File: config.mk
export PLATFORM = sky130hd
export DESIGN_NAME = tm8_timer
export DESIGN_NICKNAME = d
export VERILOG_FILES = /design/src/tm8_pkg.sv /design/src/tm8_timer.sv
export SDC_FILE = /design/constraint.sdc
export NUM_CORES = 1
export LEC_CHECK = 0
export ABC_AREA = 1
export BUFFER_PORTS_ARGS = -buffer_cell sky130_fd_sc_hd__buf_2
export CORE_ASPECT_RATIO = 1.75
export CORE_UTILIZATION = 57
export CTS_BUF_LIST = sky130_fd_sc_hd__clkbuf_16
export DETAILED_ROUTE_END_ITERATION = 10
export PLACE_DENSITY = 0.84
export SLEW_MARGIN = 0
export SYNTH_ARGS = -nofsm -noshare
export SYNTH_HDL_FRONTEND = slang
export SYNTH_SLANG_ARGS = --single-unit
export TNS_END_PERCENT = 100
File: constraint.sdc
create_clock -name i_clk -period 2.9 [get_ports i_clk]
set_input_delay 0.29 -clock i_clk [delete_from_list [all_inputs] [get_ports i_clk]]
set_output_delay 0.29 -clock i_clk [all_outputs]
set_load 0.01 [all_outputs]
File: src/tm8_pkg.sv
// package: register map, field layout and constants of the 8-bit timer
package tm8_pkg;

    // register byte offsets on the avalon slave
    localparam logic [4:0] OFS_CTRL = 5'h00;
    localparam logic [4:0] OFS_COUNT = 5'h04;
    localparam logic [4:0] OFS_COMPARE = 5'h08;
    localparam logic [4:0] OFS_FLAGS = 5'h0C;
    localparam logic [4:0] OFS_IRQ_EN = 5'h10;
    localparam logic [4:0] OFS_PORT = 5'h14;

    // control register fields
    localparam int CTRL_MODE_LSB = 0;
    localparam int CTRL_ACTION_LSB = 2;
    localparam int CTRL_CLKSEL_LSB = 4;
    localparam int CTRL_FORCE_BIT = 7;

    // flag / enable register fields
    localparam int FLAG_OVF_BIT = 0;
    localparam int FLAG_CMP_BIT = 1;

    // port register fields
    localparam int PORT_OUT_BIT = 0;
    localparam int PORT_DIR_BIT = 1;

    // waveform modes
    localparam logic [1:0] MODE_WRAP = 2'h0;
    localparam logic [1:0] MODE_PHASE_PWM = 2'h1;
    localparam logic [1:0] MODE_CLEAR_ON_MATCH = 2'h2;
    localparam logic [1:0] MODE_FAST_PWM = 2'h3;

    // compare-output actions
    localparam logic [1:0] ACT_NONE = 2'h0;
    localparam logic [1:0] ACT_TOGGLE = 2'h1;
    localparam logic [1:0] ACT_CLEAR = 2'h2;
    localparam logic [1:0] ACT_SET = 2'h3;

    // counter extremes
    localparam logic [7:0] CNT_BOTTOM = 8'h00;
    localparam logic [7:0] CNT_MAX = 8'hFF;

    // reset values
    localparam logic [7:0] RST_BYTE = 8'h00;
    localparam logic [9:0] RST_PRESCALE = 10'h000;

    // prescaler tap widths (divide by 2**n) for clock selects 2..7
    localparam int PRE_DIV8_BITS = 3;
    localparam int PRE_DIV32_BITS = 5;
    localparam int PRE_DIV64_BITS = 6;
    localparam int PRE_DIV128_BITS = 7;
    localparam int PRE_DIV256_BITS = 8;
    localparam int PRE_DIV1024_BITS = 10;

endpackage : tm8_pkg

File: src/tm8_timer.sv
// 8-bit timer/counter: wrap and clear-on-match modes, compare output
//
// Our own choices: the register offsets and the Avalon-MM interface to the registers.
`timescale 1ns/1ps
// Function
// - force strobe applies selected output action
// - forced compare leaves flag and counter
// - counter write blocks next tick's match
// - writing count equal compare loses match
// - output state kept across mode change
// - action field unbuffered, used next match
// - nonzero action overrides port output value
// - pin driven only when direction is output
// - action zero leaves output state unchanged
// - counting depends only on clock select
// - mode zero counts up, wraps max
// - overflow flag set when counter wraps
// - overflow interrupt service clears its flag
// - counter writable anytime in wrap mode
// - mode two clears counter on match
// - unbuffered compare, missed match wraps first
// - compare flag set every clear period
// - action one toggles output each match
// - prescale 1,8,32,64,128,256,1024 selectable
// - clear mode overflow on max to zero unless compare matches at max
// - match flag next tick, cleared by service/w1
// - counter write beats clear and count
// - select zero freezes counter, still accessible
// - compare value written directly, unbuffered
module tm8_timer
(
    input wire logic i_clk,
    input wire logic i_rstn,
    input wire logic [4:0] i_avs_address,
    input wire logic i_avs_read,
    input wire logic i_avs_write,
    input wire logic [31:0] i_avs_writedata,
    input wire logic [3:0] i_avs_byteenable,
    output logic [31:0] o_avs_readdata,
    output logic o_avs_waitrequest,
    input wire logic i_ovf_irq_ack,
    input wire logic i_cmp_irq_ack,
    output logic o_ovf_irq,
    output logic o_cmp_irq,
    output logic o_pin_out,
    output logic o_pin_oe_n
);

    // =========================================================
    // functions
    // =========================================================
    function automatic logic f_oc_next(input logic [1:0] act,
                                       input logic oc);
        logic r;
        r = oc;
        case (act)
            tm8_pkg::ACT_NONE: r = oc;
            tm8_pkg::ACT_TOGGLE: r = ~oc;
            tm8_pkg::ACT_CLEAR: r = 1'b0;
            tm8_pkg::ACT_SET: r = 1'b1;
            default: r = oc;
        endcase
        return r;
    endfunction : f_oc_next

    function automatic logic f_tick(input logic [2:0] sel,
                                    input logic [9:0] pre);
        logic r;
        r = 1'b0;
        case (sel)
            3'h0: r = 1'b0;
            3'h1: r = 1'b1;
            3'h2: r = &pre[tm8_pkg::PRE_DIV8_BITS-1:0];
            3'h3: r = &pre[tm8_pkg::PRE_DIV32_BITS-1:0];
            3'h4: r = &pre[tm8_pkg::PRE_DIV64_BITS-1:0];
            3'h5: r = &pre[tm8_pkg::PRE_DIV128_BITS-1:0];
            3'h6: r = &pre[tm8_pkg::PRE_DIV256_BITS-1:0];
            3'h7: r = &pre[tm8_pkg::PRE_DIV1024_BITS-1:0];
            default: r = 1'b0;
        endcase
        return r;
    endfunction : f_tick

    function automatic logic f_non_pwm(input logic [1:0] mode);
        return (mode == tm8_pkg::MODE_WRAP) ||
               (mode == tm8_pkg::MODE_CLEAR_ON_MATCH);
    endfunction : f_non_pwm

    // =========================================================
    // registers
    // =========================================================
    logic [1:0] mode_ff;
    logic [1:0] action_ff;
    logic [2:0] clksel_ff;
    logic [7:0] count_ff;
    logic [7:0] compare_ff;
    logic ovf_flag_ff;
    logic cmp_flag_ff;
    logic ovf_ie_ff;
    logic cmp_ie_ff;
    logic port_out_ff;
    logic pin_dir_ff;
    logic oc_state_ff;
    logic block_ff;
    logic [9:0] pre_ff;
    logic wait_ff;
    logic [31:0] rdata_ff;
    logic pin_out_ff;
    logic pin_oe_n_ff;
    logic ovf_irq_ff;
    logic cmp_irq_ff;

    // =========================================================
    // bus decode
    // =========================================================
    // a request is held until the edge where waitrequest is low;
    // that edge alone commits a write, so every access costs
    // exactly two cycles
    logic bus_req;
    logic bus_acc;
    logic wr_acc;
    logic lane0;
    logic ctrl_wr;
    logic count_wr;
    logic compare_wr;
    logic flags_wr;
    logic irq_en_wr;
    logic port_wr;
    logic [7:0] wbyte;

    assign bus_req = i_avs_read | i_avs_write;
    assign bus_acc = bus_req & ~wait_ff;
    assign wr_acc = bus_acc & i_avs_write;
    assign lane0 = i_avs_byteenable[0];
    assign wbyte = i_avs_writedata[7:0];
    assign ctrl_wr = wr_acc & lane0 &
                     (i_avs_address == tm8_pkg::OFS_CTRL);
    assign count_wr = wr_acc & lane0 &
                      (i_avs_address == tm8_pkg::OFS_COUNT);
    assign compare_wr = wr_acc & lane0 &
                        (i_avs_address == tm8_pkg::OFS_COMPARE);
    assign flags_wr = wr_acc & lane0 &
                      (i_avs_address == tm8_pkg::OFS_FLAGS);
    assign irq_en_wr = wr_acc & lane0 &
                       (i_avs_address == tm8_pkg::OFS_IRQ_EN);
    assign port_wr = wr_acc & lane0 &
                     (i_avs_address == tm8_pkg::OFS_PORT);

    always_ff @(posedge i_clk or negedge i_rstn)
    begin
        if (!i_rstn)
            wait_ff <= 1'b1;
        else
            wait_ff <= ~(bus_req & wait_ff);
    end

    logic [7:0] rd_byte;

    always_comb
    begin
        rd_byte = tm8_pkg::RST_BYTE;
        case (i_avs_address)
            tm8_pkg::OFS_CTRL:
                rd_byte = {1'b0, clksel_ff, action_ff, mode_ff};
            tm8_pkg::OFS_COUNT: rd_byte = count_ff;
            tm8_pkg::OFS_COMPARE: rd_byte = compare_ff;
            tm8_pkg::OFS_FLAGS:
                rd_byte = {6'h00, cmp_flag_ff, ovf_flag_ff};
            tm8_pkg::OFS_IRQ_EN:
                rd_byte = {6'h00, cmp_ie_ff, ovf_ie_ff};
            tm8_pkg::OFS_PORT:
                rd_byte = {6'h00, pin_dir_ff, port_out_ff};
            default: rd_byte = tm8_pkg::RST_BYTE;
        endcase
    end

    // data is captured in the wait cycle so it stands at the
    // accepting edge; unmapped addresses read zero
    always_ff @(posedge i_clk or negedge i_rstn)
    begin
        if (!i_rstn)
            rdata_ff <= 32'h0000_0000;
        else if (i_avs_read & wait_ff)
            rdata_ff <= {24'h00_0000, rd_byte};
    end

    // =========================================================
    // control and configuration
    // =========================================================
    always_ff @(posedge i_clk or negedge i_rstn)
    begin
        if (!i_rstn)
        begin
            mode_ff <= tm8_pkg::MODE_WRAP;
            action_ff <= tm8_pkg::ACT_NONE;
            clksel_ff <= 3'h0;
        end
        else if (ctrl_wr)
        begin
            mode_ff <= wbyte[tm8_pkg::CTRL_MODE_LSB +: 2];
            action_ff <= wbyte[tm8_pkg::CTRL_ACTION_LSB +: 2];
            clksel_ff <= wbyte[tm8_pkg::CTRL_CLKSEL_LSB +: 3];
        end
    end

    // compare value is written straight into the comparator
    always_ff @(posedge i_clk or negedge i_rstn)
    begin
        if (!i_rstn)
            compare_ff <= tm8_pkg::RST_BYTE;
        else if (compare_wr)
            compare_ff <= wbyte;
    end

    always_ff @(posedge i_clk or negedge i_rstn)
    begin
        if (!i_rstn)
        begin
            ovf_ie_ff <= 1'b0;
            cmp_ie_ff <= 1'b0;
        end
        else if (irq_en_wr)
        begin
            ovf_ie_ff <= wbyte[tm8_pkg::FLAG_OVF_BIT];
            cmp_ie_ff <= wbyte[tm8_pkg::FLAG_CMP_BIT];
        end
    end

    always_ff @(posedge i_clk or negedge i_rstn)
    begin
        if (!i_rstn)
        begin
            port_out_ff <= 1'b0;
            pin_dir_ff <= 1'b0;
        end
        else if (port_wr)
        begin
            port_out_ff <= wbyte[tm8_pkg::PORT_OUT_BIT];
            pin_dir_ff <= wbyte[tm8_pkg::PORT_DIR_BIT];
        end
    end

    // =========================================================
    // prescaler and timer tick
    // =========================================================
    logic tick;

    always_ff @(posedge i_clk or negedge i_rstn)
    begin
        if (!i_rstn)
            pre_ff <= tm8_pkg::RST_PRESCALE;
        else
            pre_ff <= pre_ff + 10'h001;
    end

    assign tick = f_tick(clksel_ff, pre_ff);

    // =========================================================
    // counter
    // =========================================================
    logic match_raw;
    logic match_ev;
    logic force_ev;
    logic wrap_ev;
    logic [7:0] nxt_count;

    assign match_raw = (count_ff == compare_ff);
    // a blocked match does nothing at all, including a match set
    // up by writing the compare value into the counter
    assign match_ev = tick & match_raw & ~block_ff;
    assign force_ev = ctrl_wr & wbyte[tm8_pkg::CTRL_FORCE_BIT] &
                      f_non_pwm(wbyte[tm8_pkg::CTRL_MODE_LSB +: 2]);
    assign wrap_ev = tick & (count_ff == tm8_pkg::CNT_MAX) &
                     ~((mode_ff == tm8_pkg::MODE_CLEAR_ON_MATCH) &
                       match_ev);

    // the pwm modes are outside this block and count as wrap mode
    always_comb
    begin
        nxt_count = count_ff;
        if (count_wr)
            nxt_count = wbyte;
        else if (tick)
        begin
            if ((mode_ff == tm8_pkg::MODE_CLEAR_ON_MATCH) && match_ev)
                nxt_count = tm8_pkg::CNT_BOTTOM;
            else
                nxt_count = count_ff + 8'h01;
        end
    end

    always_ff @(posedge i_clk or negedge i_rstn)
    begin
        if (!i_rstn)
            count_ff <= tm8_pkg::RST_BYTE;
        else
            count_ff <= nxt_count;
    end

    // the block holds until the next tick, however long the timer
    // stays stopped
    always_ff @(posedge i_clk or negedge i_rstn)
    begin
        if (!i_rstn)
            block_ff <= 1'b0;
        else if (count_wr)
            block_ff <= 1'b1;
        else if (tick)
            block_ff <= 1'b0;
    end

    // =========================================================
    // flags
    // =========================================================
    // a setting event wins over a clear in the same cycle
    always_ff @(posedge i_clk or negedge i_rstn)
    begin
        if (!i_rstn)
            ovf_flag_ff <= 1'b0;
        else if (wrap_ev)
            ovf_flag_ff <= 1'b1;
        else if (i_ovf_irq_ack |
                 (flags_wr & wbyte[tm8_pkg::FLAG_OVF_BIT]))
            ovf_flag_ff <= 1'b0;
    end

    always_ff @(posedge i_clk or negedge i_rstn)
    begin
        if (!i_rstn)
            cmp_flag_ff <= 1'b0;
        else if (match_ev)
            cmp_flag_ff <= 1'b1;
        else if (i_cmp_irq_ack |
                 (flags_wr & wbyte[tm8_pkg::FLAG_CMP_BIT]))
            cmp_flag_ff <= 1'b0;
    end

    always_ff @(posedge i_clk or negedge i_rstn)
    begin
        if (!i_rstn)
        begin
            ovf_irq_ff <= 1'b0;
            cmp_irq_ff <= 1'b0;
        end
        else
        begin
            ovf_irq_ff <= ovf_flag_ff & ovf_ie_ff;
            cmp_irq_ff <= cmp_flag_ff & cmp_ie_ff;
        end
    end

    // =========================================================
    // compare output state and pin
    // =========================================================
    // the force uses the action written with it; it never touches
    // the counter or the flag
    always_ff @(posedge i_clk or negedge i_rstn)
    begin
        if (!i_rstn)
            oc_state_ff <= 1'b0;
        else if (force_ev)
            oc_state_ff <= f_oc_next(
                wbyte[tm8_pkg::CTRL_ACTION_LSB +: 2],
                oc_state_ff);
        else if (match_ev & f_non_pwm(mode_ff))
            oc_state_ff <= f_oc_next(action_ff,
                                     oc_state_ff);
    end

    always_ff @(posedge i_clk or negedge i_rstn)
    begin
        if (!i_rstn)
        begin
            pin_out_ff <= 1'b0;
            pin_oe_n_ff <= 1'b1;
        end
        else
        begin
            pin_out_ff <= (action_ff != tm8_pkg::ACT_NONE) ?
                          oc_state_ff : port_out_ff;
            pin_oe_n_ff <= ~pin_dir_ff;
        end
    end

    assign o_avs_readdata = rdata_ff;
    assign o_avs_waitrequest = wait_ff;
    assign o_ovf_irq = ovf_irq_ff;
    assign o_cmp_irq = cmp_irq_ff;
    assign o_pin_out = pin_out_ff;
    assign o_pin_oe_n = pin_oe_n_ff;
endmodule : tm8_timer

==> results of run 1 <==
-- sequential cells by signal (all words and copies together) (netlist names), 2 cells and up --
register	flops
count_ff	8
pre_ff	10
clksel_ff	3
action_ff	2
mode_ff	2
compare_ff	8
o_avs_readdata	8
-- how the worst min path moves through the flow --
stage,slack (ps),cells after the start,endpoint
floorplan,-6,0,action_ff[0]
global placement,370,1,o_pin_oe_n
CTS,150,2,o_avs_waitrequest
finish,150,2,o_avs_waitrequest
detailed placement,370,1,o_pin_oe_n
global route,160,2,o_avs_waitrequest
-- per-stage QoR --
step,power [uW],worst slack [ps],utilization
floorplan,1270,1150,-
global placement,1350,962,0.616
detailed placement,1380,917,0.616
CTS,1980,896,0.644
global route,2080,780,0.644
finish,1980,896,0.644
-- layout make-up --
| class | count | area (um^2) |
|---|---|---|
| Clock inverter | 3 | 23.8 |
| Timing Repair Buffer | 33 | 168 |
| Clock buffer | 5 | 125 |
| Sequential cell | 54 | 1350 |
| Tap cell | 74 | 92.6 |
| Multi-Input combinational cell | 273 | 1440 |
| Fill cell | 470 | 1890 |
| Inverter | 56 | 215 |
-- worst max-delay path: stages, from the launching register on --
cell	delay, ps
dfrtp_1	400
ha_1	230
nand3_1	110
inv_1	80
ha_1	190
o211ai_2	280
nand2_8	130
nor2_4	220
inv_1	90
nand3_1	90
nand2_1	60
-- where the power goes --
part | leakage, uW | internal, uW | switching, uW
logic | 0.00111 | 151 | 269
clock network | 0.0000664 | 323 | 283
registers | 0.000666 | 843 | 109
-- cells by family (layout without fill, tap and decap cells) --
logic type	Yosys count	in the layout	synth area share
and+or+nand+nor	175	175	0.273
DFF	54	54	0.432
other	1	24	0.00120
muxes	2	2	0.00718
AOI/OAI and AO/OA	56	56	0.0989
xor gates and xnor gates	12	12	0.0335
buffers and inverters	86	97	0.138
adders and majority gates	4	4	0.0160
-- layout by cell type, fill, tap and decap left out, types with 2 or more instances in the layout --
cell and instances:
nand3_1 20, o21ai_0 19, o22ai_1 8, dfstp_2 2, xor2_1 8, mux2_1 2, inv_2 9, nor2_8 2
nand2_1 104, inv_6 2, clkbuf_16 5, clkinvlp_4 2, a21oi_1 11, ha_1 4, xnor2_1 4, conb_1 24
nor2_4 5, nand2_2 5, nand3_2 2, inv_1 46, buf_2 32, nor2_1 25, nand4_1 3, nor2_2 2
o21ai_1 13, dfrtp_1 52
-- layer usage --
metal | wire, um | global-route usage | vias up
li1 | - | - | 1243
met1 | 2440 | 0.275 | 1202
met2 | 3640 | 0.445 | 82
met5 | 0 | 0 | -
met4 | 364 | 0.170 | 0
met3 | 245 | 0.0348 | 26
-- cells in the mapped netlist, drive strengths merged --
master	number	area share
o31ai	1	0.0024
ha	4	0.016
dfrtp	52	0.41
o21ai	33	0.054
xor2	8	0.022
nor2	34	0.065
nor3b	1	0.0024
o22ai	8	0.016
nand2	111	0.14
conb	1	0.0012
clkbuf	1	0.0012
xnor2	4	0.011
nand4	5	0.017
nand3	22	0.038
a31o	1	0.0028
a21oi	11	0.018
inv	56	0.069
o211ai	1	0.0040
dfstp	2	0.017
buf	29	0.069
mux2	2	0.0072
nor3	2	0.0068
o21bai	1	0.0024
==> metrics list, run 1 <==
* Number of antenna-violating nets in the routed design: 0
- After clock tree synthesis, the clock-pin slew on the worst setup and hold paths is ~70 ps.
- From synthesis to final layout, the design area changed by 8.82%.
- Maximum fanout along the worst path: 9
- Initial standard-cell utilization of the core: 0.592
- Counting every sink on the clock net gives 54.
- Sequential area share after synthesis: 0.432
- Slew at the pin closest to its max-slew limit: approximately 1100 ps
- Global-route total usage across every layer: 0.253
* Result of the run: finished, final reports clean
- Synth Instances: 390
- Buffer cell driving the clock tree root: clkbuf_16
- The number of pins with negative max-slew slack in the final report is 0.
- After synthesis the cells add up to ~3100 um^2.
- Clock Tree Buf Depth: 2
- Post-DP HPWL: between 5 and 6 mm
- Beginning of the critical path: pre_ff[0]
- Level count of the clock H-tree: 2
- From bottom edge to top edge, the die measures roughly 100 um.
- Max-cap violations in this run came to 0.
- Dividing the detail-routed via count by the number of cells gives slightly above 5.
* TritonCTS clock tree: done
* Number of clock buffers inserted by TritonCTS: 5
* Hold Path Origin: i_avs_read
- Routed length per instance: approximately 13 um
- Max-Slew Margin vs Limit: 0.280
* Post-route cell area: roughly 3400 um^2
- Start of the worst register-to-register path: pre_ff[0]
- Setup slack of the worst register-to-register path: 900 ps
* Total vias in the final route: approximately 2600
- The later pin in the worst-skew pair is clocked with a latency of 300 ps.
- # port buffers: 32
- Highest achievable clock rate: roughly 0.50 GHz
- Top Ports: 84
* Inst Count DP: between 400 and 500
* Capturing point of the worst reg2reg path: count_ff[0]
* Post-CTS Hold Fix Bufs: 0
- Count of TritonRoute iterations in the first routing pass: 4
- First DRT Iteration DRCs: approximately 140
- Post-layout nets: approximately 470
* Die area: around 5800 um^2
- The synthesized netlist contains 39 unique library cells.
- Antenna diode count: 0
* Number of global-route vias before repair: ~2500
- Startpoint kind of the worst setup timing path: flip-flop
* Routability congestion estimate from global placement: ~0.83
* Number of synthesized register bits: 54
- Post-CTS timing repair inserted 0 buffers for setup.
- Entering global routing, the biggest net connects 49 pins.
- After floorplanning, the core was sized to cover approximately 5300 um^2.
- Routed Wire Length: ~6.7 mm
- RSZ-0062 raised after global routing: false
- CP Capture Type: flip-flop
- Capture point of the critical path: count_ff[0]
* Worst EP required: between 3000 and 4000 ps
* DP Area: approximately 3300 um^2
- Yosys warnings: 0
- Pwr per Cell Area: a little under 600 nW/um^2
- DRC violation count after routing: 0
* Clock skew after layout: 7.68 ps
- For this design the static power due to leakage is 0.00184 uW.
* Share of the clock period used by the worst path after layout: 0.691
* Final Instance Count excl. Fillers: between 400 and 500
- The number of hold-slack violations in the final timing report came to 0.
- After global routing the overflow that remains totals 0.
- Adding up every negative setup slack in the final design gives 0 ps.
- Post-layout min period: 2000 ps
- Rows: 35
* Worst Setup Path Type: flip-flop to flip-flop
* Data arrival time of the critical path: approximately 2200 ps
- Setup violations remaining at the end of the flow were counted as 0.
* First-pass GRT wire length: around 11 mm
- Layout cell share with drive strength beyond 1: 0.182
- Number of gates resized after cts: 0
- The worst hold path belongs to the class input pin to flip-flop.
- From left edge to right edge, the die measures slightly below 60 um.
- Max VDD drop: 493 uV
- Counting cells, the worst reg-to-reg path comes to 10.
* Antenna violations before repair: 0
* Worst-case hold slack: between 150 and 200 ps
- Synthesized area per cell: slightly above 8 um^2
Power figures use the tool's default switching activity.
==> run 2, diff against run 1 <==
--- a/config.mk
+++ b/config.mk
@@ -8,10 +8,10 @@
 export ABC_AREA = 1
 export BUFFER_PORTS_ARGS = -buffer_cell sky130_fd_sc_hd__buf_2
 export CORE_ASPECT_RATIO = 1.75
-export CORE_UTILIZATION = 57
+export CORE_UTILIZATION = 48
 export CTS_BUF_LIST = sky130_fd_sc_hd__clkbuf_16
 export DETAILED_ROUTE_END_ITERATION = 10
-export PLACE_DENSITY = 0.84
+export PLACE_DENSITY = 0.75
 export SLEW_MARGIN = 0
 export SYNTH_ARGS = -nofsm -noshare
 export SYNTH_HDL_FRONTEND = slang
==> constraint.sdc (replaced) <==
create_clock -name i_clk -period 1.7 [get_ports i_clk]
set_input_delay 0.17 -clock i_clk [delete_from_list [all_inputs] [get_ports i_clk]]
set_output_delay 0.17 -clock i_clk [all_outputs]
set_load 0.01 [all_outputs]
==> run 2 against run 1 <==
  * Die area grew 18%
  * Highest routed layer unchanged
  * The run now ends with negative setup slack left
  * Cell count is 5.0% higher
  * Largest cell class unchanged
  * Via count rose by 2.6%
  * Total power is 75% higher
==> metrics list, run 2 (synthesis gave the netlist of run 1 again) <==
- The time the final worst path needs with I/O delays and setup was 1730 ps (was 2000 ps).
* TritonCTS clock tree: done (unchanged)
* Max Cap Viol: 0 (unchanged)
* Violated checks: negative setup slack
- Highest achievable clock rate: 0.579 GHz (was 0.499 GHz)
- Worst EP required: 1890 ps (was 3080 ps)
* Clock skew after layout: 2.09 ps (was 7.68 ps)
* Met2 track demand over resource in global routing: 0.415 (was 0.445)
* Result of the run: finished, violations left (was finished, final reports clean)
* Routed Wire Length: 7.10 mm (was 6.70 mm)
* Die Ht: 109 um (was 100 um)
* Met3 Usage GRT: 0.0408 (was 0.0348)
- The core area is 6280 um^2 (was 5300 um^2).
- Clock latency of the later-clocked register in the worst-skew pair: 300 ps (about the same)
- Startpoint kind of the worst setup timing path: flip-flop (unchanged)
- The area growth from synthesis to layout was 18.1% (was 8.82%).
- Antenna violations before repair: 0 (unchanged)
- Worst Setup Path Type: flip-flop to flip-flop (unchanged)
- The routing layer with the top usage in global route is met2 (unchanged).
* Total vias in the final route: 2620 (was 2553)
- Data arrival time of the critical path: 1920 ps (was 2180 ps)
- The number of nets with antenna violations after routing came to 0 (unchanged).
* Max-slew violation count: 0 (unchanged)
- The maximum vdd drop came to 618 uV (was 493 uV).
* Rows: 38 (was 35)
- # port buffers: 32 (unchanged)
- The first-iteration detailed-routing DRC count was 106 (was 143).
- The buffer cell driving the clock tree root is clkbuf_16 (unchanged).
- RSZ-0062 raised after global routing: true (was false)
- Remaining global-route overflow: 0 (unchanged)
- Number of flip-flops under the largest register name: 10 (unchanged)
* Count of TritonRoute iterations in the first routing pass: 4 (unchanged)
- The combined global-route utilization of all metal layers is 0.226 (was 0.253).
- Number of global-route vias before repair: 2472 (was 2450)
- The total design power was 3460 uW (was 1980 uW).
- The number of placed instances, taps included came to 506 (was 490).
* Number of clock buffers inserted by TritonCTS: 5 (unchanged)
- The detailed placer's ending HPWL was 5.29 mm (was 5.05 mm).
- Count of clock tree sinks: 54 (unchanged)
- Most common cell after layout, fill and taps aside: nand2_1 (unchanged)
- The global routing met1 resource utilization was 0.239 (was 0.275).
* Level count of the clock H-tree: 2 (unchanged)
- The smallest setup slack after layout came to -27.6 ps (was 896 ps).
- The buffer depth of the longest clock path was 2 (unchanged).
- The share of final-layout standard cells stronger than drive strength 1 was 0.253 (was 0.182).
- The detailed-route DRC error count was 0 (unchanged).
* Ratio of routed vias to standard cells: 5.01 (was 5.13)
- The CTS clock-pin slew for the worst setup and hold paths was 70 ps (about the same).
- The final non-filler cell total is 523 (was 498).
- The number of hold-slack violations in the final timing report was 0 (unchanged).
- The power density over the cells was 934 nW/um^2 (was 580 nW/um^2).
- Antenna diode count: 0 (unchanged)
- Commonest cells after routing, fill and taps aside: nand2_1, dfrtp_1, inv_1, buf_2 (was nand2_1, dfrtp_1, inv_1, buf_2, nor2_1).
* First-pass GRT wire length: 11.7 mm (was 11.1 mm)
- The class of the most critical hold timing path is input pin to flip-flop (unchanged).
- Top Ports: 84 (unchanged)
- Routability congestion estimate from global placement: 0.898 (was 0.834)
* Initial standard-cell utilization of the core: 0.500 (was 0.592)
* Die area: 6880 um^2 (was 5820 um^2)
* CP Capture Type: flip-flop (unchanged)
- The register ranked first by flip-flop count is pre_ff (unchanged).
- Final-layout fill cell count: 580 (was 470)
- The period utilization is 1.02 (was 0.691).
- Routed length per instance: 13.6 um (was 13.4 um)
- Pin count of the biggest net entering global routing: 55 (was 49)
- The setup violation total in the final timing report came to 8 (was 0).
- Maximum fanout along the worst path: 5 (was 9)
- Die width: 63.1 um (was 58.1 um)
* Post-layout nets: 493 (was 474)
* Reported leakage power: 0.00196 uW (was 0.00184 uW)
## run 2: cell types whose count changed in the layout (fill, tap and decap cells not counted), moves of 2 or more
cell,change
nand3_1,-10
buf_4,+12
ha_4,+2
nor2_2,+2
buf_6,+3
nand3_2,+9
nand2_1,-2
ha_1,-3
## run 2: final cells by class
class | count | area (um^2) | area share
inverter | 56 | 218 | 0.0587
clock buffer | 5 | 125 | 0.0338
timing repair buffer | 50 | 322 | 0.0868
clock inverter | 3 | 18.8 | 0.00506
sequential | 54 | 1350 | 0.365
tap | 80 | 100 | 0.0270
multi-input combinational | 275 | 1570 | 0.423
## run 2: stage by stage
stage	worst slack, ps	instance area [um^2]	setup TNS [ps]	util	hold WS [ps]
finish	-27.6	3710	-137	0.591	33.6
global route	-119	3710	-935	0.591	47.4
CTS	-19.6	3630	-139	0.578	31.5
detailed placement	-166	3360	-1280	0.536	186
global placement	-101	3360	-604	0.536	188
floorplan	0.286	3230	0	-	-126
## run 2: worst max-delay path, cell delays in order, from the launching register on
cell and delay [ps]:
dfrtp_1 400, ha_4 170, nand3_4 90, inv_4 80, buf_6 90, nand2_4 40
o21ai_2 120, nand2_2 100, nand2_8 100, buf_6 130, nand4_4 150, nand2_2 100
nand2_1 50
## run 2: path summary, 6_finish.rpt
path	cells after the start	slack, ps	startpoint	end
worst min-delay path	2	30	i_avs_read	o_avs_waitrequest
worst max-delay path	12	-30	pre_ff[0]	ovf_flag_ff
worst min register to register	1	380	pin_dir_ff	o_pin_oe_n
worst max register to register	12	-30	pre_ff[0]	ovf_flag_ff
max in group asynchronous	3	1000	i_rstn	o_avs_waitrequest
min in group asynchronous	3	400	i_rstn	o_cmp_irq
## run 2: timing repair
item                                    4_1_cts  5_1_grt
buffers inserted                              3        3
hold buffers                                  1        0
gates resized for setup                      15       11
hold endpoints to repair                     52        0
cloned                                        2        0
pin swaps                                     5        3
endpoints found under the setup margin       11       11
## run 2: routing by layer
metal / part of all wire / vias up
met5: 0 / -
met4: 0.044 / 0
met3: 0.034 / 21
met2: 0.53 / 73
met1: 0.39 / 1241
li1: - / 1285
## run 2: power breakdown
part / switching, uW / internal, uW / leakage (uW)
logic: 524 / 308 / 0.00123
registers: 175 / 1440 / 0.000666
clock network: 475 / 541 / 0.0000672
